--- config.mk ---
export PLATFORM = sky130hd
export DESIGN_NAME = cap_attach_gate
export DESIGN_NICKNAME = d
export VERILOG_FILES = /design/src/hw/cap_pkg.sv /design/src/hw/cap_attach_gate.sv /design/src/hw/cap_sync.sv
export SDC_FILE = /design/constraint.sdc
export NUM_CORES = 1
export LEC_CHECK = 0
export ABC_AREA = 0
export BUFFER_PORTS_ARGS = -buffer_cell sky130_fd_sc_hd__buf_2
export CELL_PAD_IN_SITES_DETAIL_PLACEMENT = 1
export CELL_PAD_IN_SITES_GLOBAL_PLACEMENT = 1
export CORE_AREA = 2 2 47 49
export DETAILED_ROUTE_END_ITERATION = 6
export DIE_AREA = 0 0 49 51
export PLACE_DENSITY_LB_ADDON = 0.08
export SLEW_MARGIN = 30
export SYNTH_ARGS = -nofsm -noshare
export SYNTH_HDL_FRONTEND = slang
export SYNTH_SLANG_ARGS = --single-unit
export TNS_END_PERCENT = 30
--- constraint.sdc ---
create_clock -name core_clk -period 3.39 [get_ports core_clk]
set_clock_uncertainty 0.1 [all_clocks]
set_input_delay 0.5085 -clock core_clk [delete_from_list [all_inputs] [get_ports core_clk]]
set_output_delay 0.5085 -clock core_clk [all_outputs]
set_load 0.02 [all_outputs]
--- src/hw/cap_pkg.sv ---
// package for the connector attach front end: config modes, carriers, reset values
// assumes one core clock domain and an active-low asynchronous chip reset
`default_nettype none

package cap_pkg;

  localparam int unsigned SYNC_STAGES   = 2;
  localparam int unsigned ATTACH_WIDTH  = 3;
  localparam logic        SYNC_RST_VAL  = 1'h0;
  localparam logic [1:0]  PHY_EN_RST    = 2'h0;
  localparam logic        CLK_EN_RST    = 1'h0;
  localparam logic        ATTACHED_RST  = 1'h0;
  localparam logic        FLIP_RST      = 1'h0;
  localparam logic [2:0]  CFG_RST       = 3'h0;

  // three connector configurations, one-hot
  typedef enum logic [2:0] {
    CAP_CFG_EXT_MUX = 3'h1,
    CAP_CFG_MODE1   = 3'h2,
    CAP_CFG_MODE2   = 3'h4
  } cap_cfg_t;

  // raw connector controller inputs
  typedef struct packed {
    logic [2:0] attachInd;
    logic       plugOrientationIn;
    logic       muxAttachLaneA;
    logic       muxAttachLaneB;
  } cap_pins_t;

  // phy gating outputs
  typedef struct packed {
    logic       ssClkEn;
    logic [1:0] ssPhyEn;
  } cap_phy_t;

  localparam int unsigned PIN_WIDTH = $bits(cap_pins_t);

endpackage : cap_pkg

`default_nettype wire

--- src/hw/cap_attach_gate.sv ---
// attach and orientation front end gating superspeed phy clocking and lanes
// assumes an outside connector controller drives the attach pins; all pins asynchronous
`default_nettype none

module cap_attach_gate (
  input  wire logic      core_clk,
  input  wire logic      rst_n,
  input  wire logic [2:0] attach_ind,
  input  wire logic      plug_orientation_in,
  input  wire logic      mux_attach_lane_a,
  input  wire logic      mux_attach_lane_b,
  input  wire logic      attach_polarity_sel,
  input  wire logic      internal_mux_mode_sel,
  input  wire logic      external_mux_sel,
  output logic           ssClkEn,
  output logic [1:0]     ssPhyEn,
  output logic           attached,
  output logic           orientationFlip,
  output logic [2:0]     activeCfg
);

  cap_pkg::cap_pins_t rawPins;
  cap_pkg::cap_pins_t syncPins;
  cap_pkg::cap_pins_t livePins;
  logic [2:0]         syncCtl;
  logic               polHigh;
  logic               modeSelHigh;
  logic               extMux;
  cap_pkg::cap_cfg_t  cfg;
  logic               extAttached;
  cap_pkg::cap_phy_t  extPhy;
  logic               m1Attached;
  logic               m1Flip;
  cap_pkg::cap_phy_t  m1Phy;
  logic               m2Attached;
  logic               m2Flip;
  cap_pkg::cap_phy_t  m2Phy;
  cap_pkg::cap_phy_t  next_phy;
  logic               next_attached;
  logic               next_orientationFlip;
  logic [2:0]         next_activeCfg;

  always_comb
  begin
    rawPins.attachInd         = attach_ind;
    rawPins.plugOrientationIn = plug_orientation_in;
    rawPins.muxAttachLaneA    = mux_attach_lane_a;
    rawPins.muxAttachLaneB    = mux_attach_lane_b;
  end

  cap_sync #(
    .WIDTH (cap_pkg::PIN_WIDTH)
  ) u_pinSync (
    .core_clk (core_clk),
    .rst_n    (rst_n),
    .asyncIn  (rawPins),
    .syncOut  (syncPins)
  );

  // straps synchronised too; they may be wired to slow pull resistors
  cap_sync #(
    .WIDTH (3)
  ) u_ctlSync (
    .core_clk (core_clk),
    .rst_n    (rst_n),
    .asyncIn  ({attach_polarity_sel, internal_mux_mode_sel, external_mux_sel}),
    .syncOut  (syncCtl)
  );

  // strap bits in the order they were packed for the synchroniser
  always_comb
  begin
    polHigh     = syncCtl[2];
    modeSelHigh = syncCtl[1];
    extMux      = syncCtl[0];
  end

  // normalised to active high once, so no decoder below sees polarity
  always_comb
  begin
    if (polHigh)
    begin
      livePins = syncPins;
    end
    else
    begin
      livePins = cap_pkg::cap_pins_t'(~syncPins);
    end
  end

  // external mux wins; floating mode select reads low, so mode 1 by default
  always_comb
  begin
    if (extMux)
    begin
      cfg = cap_pkg::CAP_CFG_EXT_MUX;
    end
    else if (modeSelHigh)
    begin
      cfg = cap_pkg::CAP_CFG_MODE2;
    end
    else
    begin
      cfg = cap_pkg::CAP_CFG_MODE1;
    end
  end

  // external mux routes lanes itself, so one phy follows the clock gate
  always_comb
  begin
    extAttached    = |livePins.attachInd;
    extPhy.ssClkEn = extAttached;
    extPhy.ssPhyEn = {1'h0, extAttached};
  end

  // mode 1: orientation only counts while attach input 0 is active
  always_comb
  begin
    m1Attached    = livePins.attachInd[0];
    m1Flip        = livePins.attachInd[0] & livePins.plugOrientationIn;
    m1Phy.ssClkEn = m1Attached;
    m1Phy.ssPhyEn = {m1Attached & m1Flip,
                     m1Attached & ~m1Flip};
  end

  // mode 2: both lanes at once is ambiguous; lane a is preferred
  always_comb
  begin
    m2Attached    = livePins.muxAttachLaneA | livePins.muxAttachLaneB;
    m2Flip        = livePins.muxAttachLaneB & ~livePins.muxAttachLaneA;
    m2Phy.ssClkEn = m2Attached;
    m2Phy.ssPhyEn = {m2Flip, livePins.muxAttachLaneA};
  end

  // only the decoder of the active configuration reaches the phy flops
  always_comb
  begin
    next_phy = '0;
    case (cfg)
      cap_pkg::CAP_CFG_EXT_MUX:
      begin
        next_phy = extPhy;
      end
      cap_pkg::CAP_CFG_MODE1:
      begin
        next_phy = m1Phy;
      end
      cap_pkg::CAP_CFG_MODE2:
      begin
        next_phy = m2Phy;
      end
      default:
      begin
        next_phy = '0;
      end
    endcase
  end

  // status uses the same selection; external mux has no orientation to report
  always_comb
  begin
    next_attached        = 1'h0;
    next_orientationFlip = 1'h0;
    case (cfg)
      cap_pkg::CAP_CFG_EXT_MUX:
      begin
        next_attached = extAttached;
      end
      cap_pkg::CAP_CFG_MODE1:
      begin
        next_attached        = m1Attached;
        next_orientationFlip = m1Flip;
      end
      cap_pkg::CAP_CFG_MODE2:
      begin
        next_attached        = m2Attached;
        next_orientationFlip = m2Flip;
      end
      default:
      begin
        next_attached = 1'h0;
      end
    endcase
    next_activeCfg = cfg;
  end

  // phy gating flops; reset leaves every superspeed phy off
  always_ff @(posedge core_clk or negedge rst_n)
  begin
    if (!rst_n)
    begin
      ssClkEn <= cap_pkg::CLK_EN_RST;
      ssPhyEn <= cap_pkg::PHY_EN_RST;
    end
    else
    begin
      ssClkEn <= next_phy.ssClkEn;
      ssPhyEn <= next_phy.ssPhyEn;
    end
  end

  // status flops for whatever reports the connector state
  always_ff @(posedge core_clk or negedge rst_n)
  begin
    if (!rst_n)
    begin
      attached        <= cap_pkg::ATTACHED_RST;
      orientationFlip <= cap_pkg::FLIP_RST;
      activeCfg       <= cap_pkg::CFG_RST;
    end
    else
    begin
      attached        <= next_attached;
      orientationFlip <= next_orientationFlip;
      activeCfg       <= next_activeCfg;
    end
  end

endmodule // cap_attach_gate

`default_nettype wire

--- src/hw/cap_sync.sv ---
// two-flop synchroniser, parameterised width
// assumes inputs may change at any time relative to core_clk
`default_nettype none

module cap_sync #(
  parameter int unsigned WIDTH = 1
) (
  input  wire logic             core_clk,
  input  wire logic             rst_n,
  input  wire logic [WIDTH-1:0] asyncIn,
  output logic      [WIDTH-1:0] syncOut
);

  logic [WIDTH-1:0] stage1;
  logic [WIDTH-1:0] next_stage1;
  logic [WIDTH-1:0] next_syncOut;

  // first stage feeds only the second
  always_comb
  begin
    next_stage1  = asyncIn;
    next_syncOut = stage1;
  end

  always_ff @(posedge core_clk or negedge rst_n)
  begin
    if (!rst_n)
    begin
      stage1  <= {WIDTH{cap_pkg::SYNC_RST_VAL}};
      syncOut <= {WIDTH{cap_pkg::SYNC_RST_VAL}};
    end
    else
    begin
      stage1  <= next_stage1;
      syncOut <= next_syncOut;
    end
  end

endmodule // cap_sync

`default_nettype wire
Word-level counts from Yosys, hierarchy flattened
Index checks and enable logic that the tools add are counted.
{"block": "totals", "inputBits": 11, "wordCells": 27, "reg_bits": 26}
{"block": "classes", "reduce_logical": 1, "n_bitwise": 8, "n_eq_ne": 3, "mux": 6}
{"cell": "$pmux 3 s3", "n": 1}
{"cell": "$mux 3", "n": 2}
{"cell": "$mux 6", "n": 1}
{"cell": "$not 6->6", "n": 1}
{"cell": "$and 1x1->1", "n": 4}
{"cell": "$eq 3x1->1 const B", "n": 1}
{"cell": "$eq 3x2->1 const B", "n": 1}
{"cell": "$eq 3x3->1 const B", "n": 1}
{"cell": "$pmux 1 s3", "n": 1}
{"cell": "$reduce_or 3->1", "n": 1}
{"cell": "$not 1->1", "n": 2}
{"cell": "$pmux 1 s2", "n": 1}
{"cell": "$or 1x1->1", "n": 1}

Longest topological paths before layout
Gate-level depths: netlist of the first run.
{"block": "depth", "ltp_word": 6, "ltp_mapped": 4, "ltp_nobuf": 3}

Modules after synthesis
Synthesis of the first run repeated with hierarchy kept, for this count alone.
{"block": "unflattened", "hier_cells": 51, "hier_area_um2": 803.3}
{"module": "cap_attach_gate", "area_per_inst_um2": 352.8, "seq_area_each_um2": 175.2, "cells_per_inst": 33, "instances": 1}
{"module": "cap_sync (u_pinSync)", "area_per_inst_um2": 300.3, "seq_area_each_um2": 300.3, "cells_per_inst": 12, "instances": 1}
{"module": "cap_sync (u_ctlSync)", "area_per_inst_um2": 150.1, "seq_area_each_um2": 150.1, "cells_per_inst": 6, "instances": 1}

Worst setup path after synthesis of the first run
Ideal clock, no wire load.
{"block": "synth_timing", "path_kind": "register to register", "start": "register u_pinSync.syncOut[3]", "end": "register attached", "required_time_ps": 3153, "arrival_time_ps": 1100, "period_less_slack_ps": 1337, "setup_time_ps": 137, "slack_ps": 2053, "stages_incl_launch_ff": 4, "cell_sequence": "dfrtp_1 > or4b_1 > o311ai_1 > nand3_1"}
{"block": "synth_between", "elab_chain_len": 4}
{"item": "start: declaration", "line": "cap_sync.sv:11", "text": "output logic [WIDTH-1:0] syncOut"}
{"item": "start signal: assignment", "line": "cap_sync.sv:30", "text": "syncOut <= {WIDTH{cap_pkg::SYNC_RST_VAL}};"}
{"item": "start signal: assignment", "line": "cap_sync.sv:35", "text": "syncOut <= next_syncOut;"}
{"item": "$not 6->6", "line": "cap_attach_gate.sv:87", "text": "livePins = cap_pkg::cap_pins_t'(~syncPins);"}
{"item": "$mux 6 *", "line": "cap_attach_gate.sv:81", "text": "if (polHigh)"}
{"item": "$reduce_or 3->1", "line": "cap_attach_gate.sv:111", "text": "extAttached = |livePins.attachInd;"}
{"item": "$pmux 1 s3 *", "line": "cap_attach_gate.sv:164", "text": "case (cfg)"}
{"item": "named net next_attached", "line": "cap_attach_gate.sv:39", "text": "logic next_attached;"}
{"item": "end signal: assignment", "line": "cap_attach_gate.sv:207", "text": "attached <= cap_pkg::ATTACHED_RST;"}
{"item": "end signal: assignment", "line": "cap_attach_gate.sv:213", "text": "attached <= next_attached;"}
{"item": "end: declaration", "line": "cap_attach_gate.sv:17", "text": "output logic attached,"}
Mark *: on every way through the listed nets, which the timed path passes. The rest lies on a longest branch.

Worst setup path after layout of the first run
{"block": "layout_timing", "start": "register u_ctlSync.syncOut[2]", "end": "register attached"}
{"block": "layout_between", "elab_chain_len": 3}
{"item": "start: declaration", "line": "cap_sync.sv:11"}
{"item": "start signal: assignment", "line": "cap_sync.sv:30"}
{"item": "start signal: assignment", "line": "cap_sync.sv:35"}
{"item": "$mux 6 *", "line": "cap_attach_gate.sv:81"}
{"item": "$reduce_or 3->1 or $or 1x1->1 (tied branches)", "line": "cap_attach_gate.sv:111, cap_attach_gate.sv:129"}
{"item": "$pmux 1 s3 *", "line": "cap_attach_gate.sv:164"}
{"item": "named net next_attached", "line": "cap_attach_gate.sv:39"}
Marked as above.

==> results of run 1 <==
per-stage QoR:
stage               instance area (um^2)  cells  hold WS (ns)  setup WS [ns]  utilization (%)
floorplan                            802     51         0.113           2.05                -
global placement                     908     95         0.232           1.99             44.0
detailed placement                   908     95         0.236           1.94             44.0
CTS                                  935     99        0.0754           1.92             45.3
global route                         935     99        0.0657           1.81             45.3
finish                               935     99        0.0637           1.93             45.3
metal layers:
| metal | part of all wire, % | wire length, um | vias to the layer above | track usage, % |
|---|---|---|---|---|
| met4 | 0.88 | 10 | 0 | 8.57 |
| met3 | 6.2 | 70 | 2 | 2.05 |
| met5 | 0 | 0 | - | 0 |
| li1 | - | - | 218 | - |
| met2 | 50 | 564 | 19 | 21.0 |
| met1 | 43 | 484 | 224 | 10.8 |
report_power, final:
part	switching (uW)	internal, uW	total (uW)
registers	8.84	315	324
logic	25.6	15.6	41.2
clock network	78.6	45.8	124
state kept, by name, indices dropped and copies added, names as in the netlist:
signal / count
activeCfg: 3
attached: 1
orientationFlip: 1
ssPhyEn: 2
u_ctlSync.next_syncOut: 3
u_ctlSync.syncOut: 3
u_pinSync.next_syncOut: 6
u_pinSync.syncOut: 6
synthesized netlist by cell type, drive strengths merged:
library cell | n | area (um^2)
a311oi | 3 | 26.3
nand3 | 1 | 5.00
nor2b | 1 | 6.26
dfrtp | 25 | 626
o221ai | 1 | 8.76
or4b | 1 | 10.0
xnor2 | 1 | 8.76
inv | 3 | 11.3
nor3b | 1 | 7.51
a32oi | 1 | 8.76
and3b | 1 | 8.76
nor2 | 1 | 3.75
nor4bb | 1 | 10.0
buf | 2 | 18.8
nand2 | 3 | 11.3
or2b | 1 | 7.51
o21ai | 1 | 5.00
o311ai | 1 | 8.76
a21oi | 2 | 10.0
layout make-up:
cell class	instances	area [um^2]	share of cell area [%]
clock buffers	4	26.3	2.81
inverters	3	11.3	1.20
multi-input cells	21	146	15.7
flip-flops and latches	25	626	66.9
well taps	28	35.0	3.75
repair buffers	18	90.1	9.64
logic make-up (layout without fill, tap and decap cells):
kind of cell              Yosys count  after routing  share of synthesized area (%)
DFF                                25             25                           78.0
xor gates and xnor gates            1              1                           1.09
AOI/OAI and AO/OA                   9              9                           8.42
buffers and inverters               5             25                           3.74
and+or+nand+nor                    11             11                           8.74
final timing paths:
path                                                start                   endpoint  slack (ns)  cells past startpoint
worst max-delay path                 u_ctlSync.syncOut[2]                   attached        1.93                      3
worst min-delay path                                rst_n                 ssPhyEn[1]        0.06                      1
worst max register to register       u_ctlSync.syncOut[2]                   attached        1.93                      3
worst min register to register  u_pinSync.next_syncOut[2]       u_pinSync.syncOut[2]        0.26                      0
max in group asynchronous                           rst_n       u_pinSync.syncOut[1]        2.78                      1
min in group core_clk                       attach_ind[2]  u_pinSync.next_syncOut[5]        0.20                      1
==> impl_metrics.csv, run 1 <==
group,metric,value,unit
status,status,"finished, final reports clean",
timing,clock.fmax,684,MHz
clocking,cts_max_level,1,
power,ir_drop,0.266,mV
worst_setup_path,critical_path.max_fanout,10,
floorplanning,fp.dieW,49,um
routing,dr.pass1.iters,2,
final_layout,fill_cells,230,
global_route,grt_pass1_wl,2010,um
timing,finalCriticalPeriod,1.46,ns
floorplanning,core_area,2060,um^2
global_route,grt_pass1_vias,480,
timing,finalCritPeriodShare,43.1,%
clocking,clk_path_buf_depth,2,
timing,hold_viol_final,0,
synth,syn_nets,62,
worst_setup_path,cp_num_buf_inv,0,
final_layout,areaGrowthSynthToFinish,16.5,%
clocking,clock_sinks,25,
global_route,grt_usage,11.2,%
global_route,grt_max_degree,26,
timing,max_slew_margin,64.9,%
synth,ys_ff_latch,25,
worst_setup_path,max_stage_delay,0.54,ns
floorplanning,rows,17,
hold_path,hold_path.class,"in2async",
timing,rsz0062_at_grt,"false",
worst_setup_path,path_cells,"or4b_1 > o311ai_1 > nand3_1",
routing,vias_per_cell,4.68,
synth,syn_area,802,um^2
place,hpwl,835,um
synth,syn_area_per_cell,15.7,um^2
worst_setup_path,required,3.48,ns
routing,wirelength,1130,um
floorplanning,start_util,38.9,%
clocking,cts_made_buffers,3,
timing,slew_violations,0,
worst_setup_path,critical_path.top_delay_family,"simple AND/OR/NAND/NOR gates",
clocking,clkSlewWorstSetupHoldPaths,0.12,ns
power,powerDensity,523,nW/um^2
final_layout,diodes,0,
place,port-buffer-count,18,
floorplanning,fp.dieArea,2500,um^2
worst_setup_path,arrival,1.55,ns
clocking,insertion_delay,0.30,ns
final_layout,finish.net_count,83,
floorplanning,die_h,51,um
routing,vias,463,
routing,drt.antenna.violating_nets,0,
worst_setup_path,end_kind,"flip-flop",
timing,finalSetupViolCount,0,
power,p_total,489,uW
routing,drc_errors,0,
place,gp_congestion,0.845,
clocking,root_buffer,"clkbuf_4",
clocking,cts_resized,0,
final_layout,drive_above_1_share,29.6,%
power,leakage,0.000442,uW
final_layout,layout_common_cells,"dfrtp_1 (25), buf_2 (18)",
timing,fin_tns_setup,0,ns
global_route,gr-total-overflow,0,
floorplanning,pin_count,19,
synth,yosys.cell_types.count,20,
clocking,cts_tree,"built",
synth,ys_seq_area_share,78.0,%
final_layout,layout_commonest_cell,"dfrtp_1",
synth,synth-warning-count,0,
clocking,cts_setup_buffers,0,
routing,first_iter_violations,1,
worst_setup_path,crit_path_start_kind,"flip-flop",
run,maxCapViolations,0,
worst_setup_path,slowest_stage,"dfrtp_1",
routing,wl_per_cell,11.4,um
synth,synthCells,51,
timing,tightest_slew,0.526,ns
global_route,antenna_found_initial,0,
clocking,postCtsHoldBufs,0,
worst_setup_path,criticalPathCategory,"reg2reg",
Note: power is estimated with default switching activity, not from simulation.
==> inputs of run 2 (changes only) <==
CORE_AREA = 2 2 48 50   (was 2 2 47 49)
DIE_AREA = 0 0 50 52   (was 0 0 49 51)
clock period = 1.35 ns   (was 3.39 ns; I/O delays follow)
==> impl_metrics.csv, run 2 (synthesis gave the netlist of run 1 again) <==
group,metric,value,unit
place,place_area,923,um^2
timing,finalSetupViolCount,1,
final_layout,final_core_util,52.0,%
worst_setup_path,r2r_end,"ssPhyEn[0]",
worst_setup_path,arrival,1.46,ns
timing,slew_violations,0,
floorplanning,die_h,52,um
global_route,grt_max_degree,26,
hold_path,worstHoldStart,"u_pinSync.next_syncOut[2]",
worst_setup_path,crit_path_start_kind,"flip-flop",
timing,finalCritPeriodShare,101,%
final_layout,diodes,0,
floorplanning,fp.dieW,50,um
power,powerDensity,1170,nW/um^2
routing,dr.pass1.iters,1,
timing,hold_viol_final,0,
timing,rsz0062_at_grt,"true",
global_route,grt_pass1_wl,2440,um
hold_path,hold_path.class,"reg2reg",
status,violations,"setup timing",
worst_setup_path,rrSetupSlack,-0.008,ns
power,p_total,1280,uW
routing,drt.antenna.violating_nets,0,
timing,worst_slack,-0.00847,ns
routing,vias_per_cell,4.68,
run,maxCapViolations,0,
final_layout,layout_common_cells,"dfrtp_1 (25), buf_2 (18), dlygate4sd3_1 (10)",
clocking,root_buffer,"clkbuf_4",
place,gp_congestion,0.830,
final_layout,areaGrowthSynthToFinish,36.5,%
routing,wl_per_cell,12.5,um
clocking,clk_path_buf_depth,2,
final_layout,finish.net_count,95,
timing,clock.fmax,736,MHz
place,port-buffer-count,18,
final_layout,instances_no_fill,111,
global_route,grt_usage,12.9,%
routing,first_iter_violations,0,
place,dp_cells,97,
clocking,insertion_delay,0.31,ns
power,ir_drop,0.692,mV
routing,wirelength,1380,um
place,place_ws,0.00982,ns
floorplanning,start_util,38.1,%
worst_setup_path,reg2reg_from,"u_pinSync.syncOut[5]",
global_route,gr-total-overflow,0,
floorplanning,core_area,2110,um^2
status,status,"complete, but fails checks",
clocking,cts_max_level,1,
worst_setup_path,required,1.45,ns
worst_setup_path,reg2regPathDepth,3,
clocking,cts_tree,"built",
hold_path,hold_path_end,"u_pinSync.syncOut[2]",
routing,drc_errors,0,
final_layout,design_area,1090,um^2
global_route,grt_pass1_vias,566,
power,leakage,0.000511,uW
timing,max_slew_margin,64.1,%
timing,tightest_slew,0.538,ns
worst_setup_path,critical_path.max_fanout,2,
final_layout,drive_above_1_share,36.1,%
timing,finalCriticalPeriod,1.36,ns
clocking,clock_sinks,25,
clocking,clkSlewWorstSetupHoldPaths,0.13,ns
floorplanning,pin_count,19,
floorplanning,fp.dieArea,2600,um^2
worst_setup_path,criticalPathCategory,"reg2reg",
floorplanning,rows,17,
hold_path,holdPathStages,0,
clocking,cts_made_buffers,3,
worst_setup_path,end_kind,"flip-flop",
routing,vias,520,
final_layout,layout_commonest_cell,"dfrtp_1",
global_route,antenna_found_initial,0,
## run 2: critical path, stage by stage (launching register included)
cell and delay, ns:
dfrtp_1 0.40, or4b_4 0.55, o311ai_4 0.10, o21ai_1 0.10
## run 2: layout make-up
class,instances,area (um^2)
inverter,3,11.3
clock buffer,3,22.5
timing repair buffer,30,205
fill,229,1010
multi-input combinational,21,190
clock inverter,1,5.00
tap,28,35.0
sequential,25,626
## run 2: stage by stage
step           hold slack [ns]  setup TNS, ns
2_1_floorplan           -0.193              0
3_3_place_gp             0.108              0
3_5_place_dp             0.114              0
4_1_cts                  0.266       -0.00231
5_1_grt                  0.271         -0.207
6_report                 0.264       -0.00847
## run 2: layer usage
| layer | track usage, % | vias up | wire length [um] |
|---|---|---|---|
| li1 | - | 240 | - |
| met1 | 14.3 | 253 | 527 |
| met2 | 21.9 | 23 | 741 |
| met3 | 4.31 | 4 | 82 |
| met4 | 6.94 | 0 | 34 |
| met5 | 0 | - | 0 |
## run 2: worst max-delay path by stage
| stage | to | cells past startpoint | slack [ns] | start |
|---|---|---|---|---|
| 4_1_cts | attached | 3 | -0.002 | u_pinSync.syncOut[5] |
| 2_1_floorplan | attached | 3 | 0.01 | u_pinSync.syncOut[3] |
| 3_3_place_gp | attached | 3 | 0.04 | u_pinSync.syncOut[3] |
| 3_5_place_dp | attached | 3 | 0.01 | u_pinSync.syncOut[3] |
| 5_1_grt | ssPhyEn[0] | 3 | -0.07 | u_pinSync.syncOut[5] |
| 6_report | ssPhyEn[0] | 3 | -0.008 | u_pinSync.syncOut[5] |
## run 2: power breakdown
group / total, uW / leakage, uW / internal [uW] / switching, uW
combinational: 146 / 0.000199 / 68.9 / 77.5
sequential: 812 / 0.000294 / 790 / 22.0
clock: 324 / 0.0000177 / 111 / 213
## run 2: repair_timing
action	in CTS	in global routing
endpoints found under the setup margin	2	4
gates resized for setup	1	6
setup buffers	0	0
pin swaps	2	0
hold buffers	10	0
hold endpoints to repair	34	0
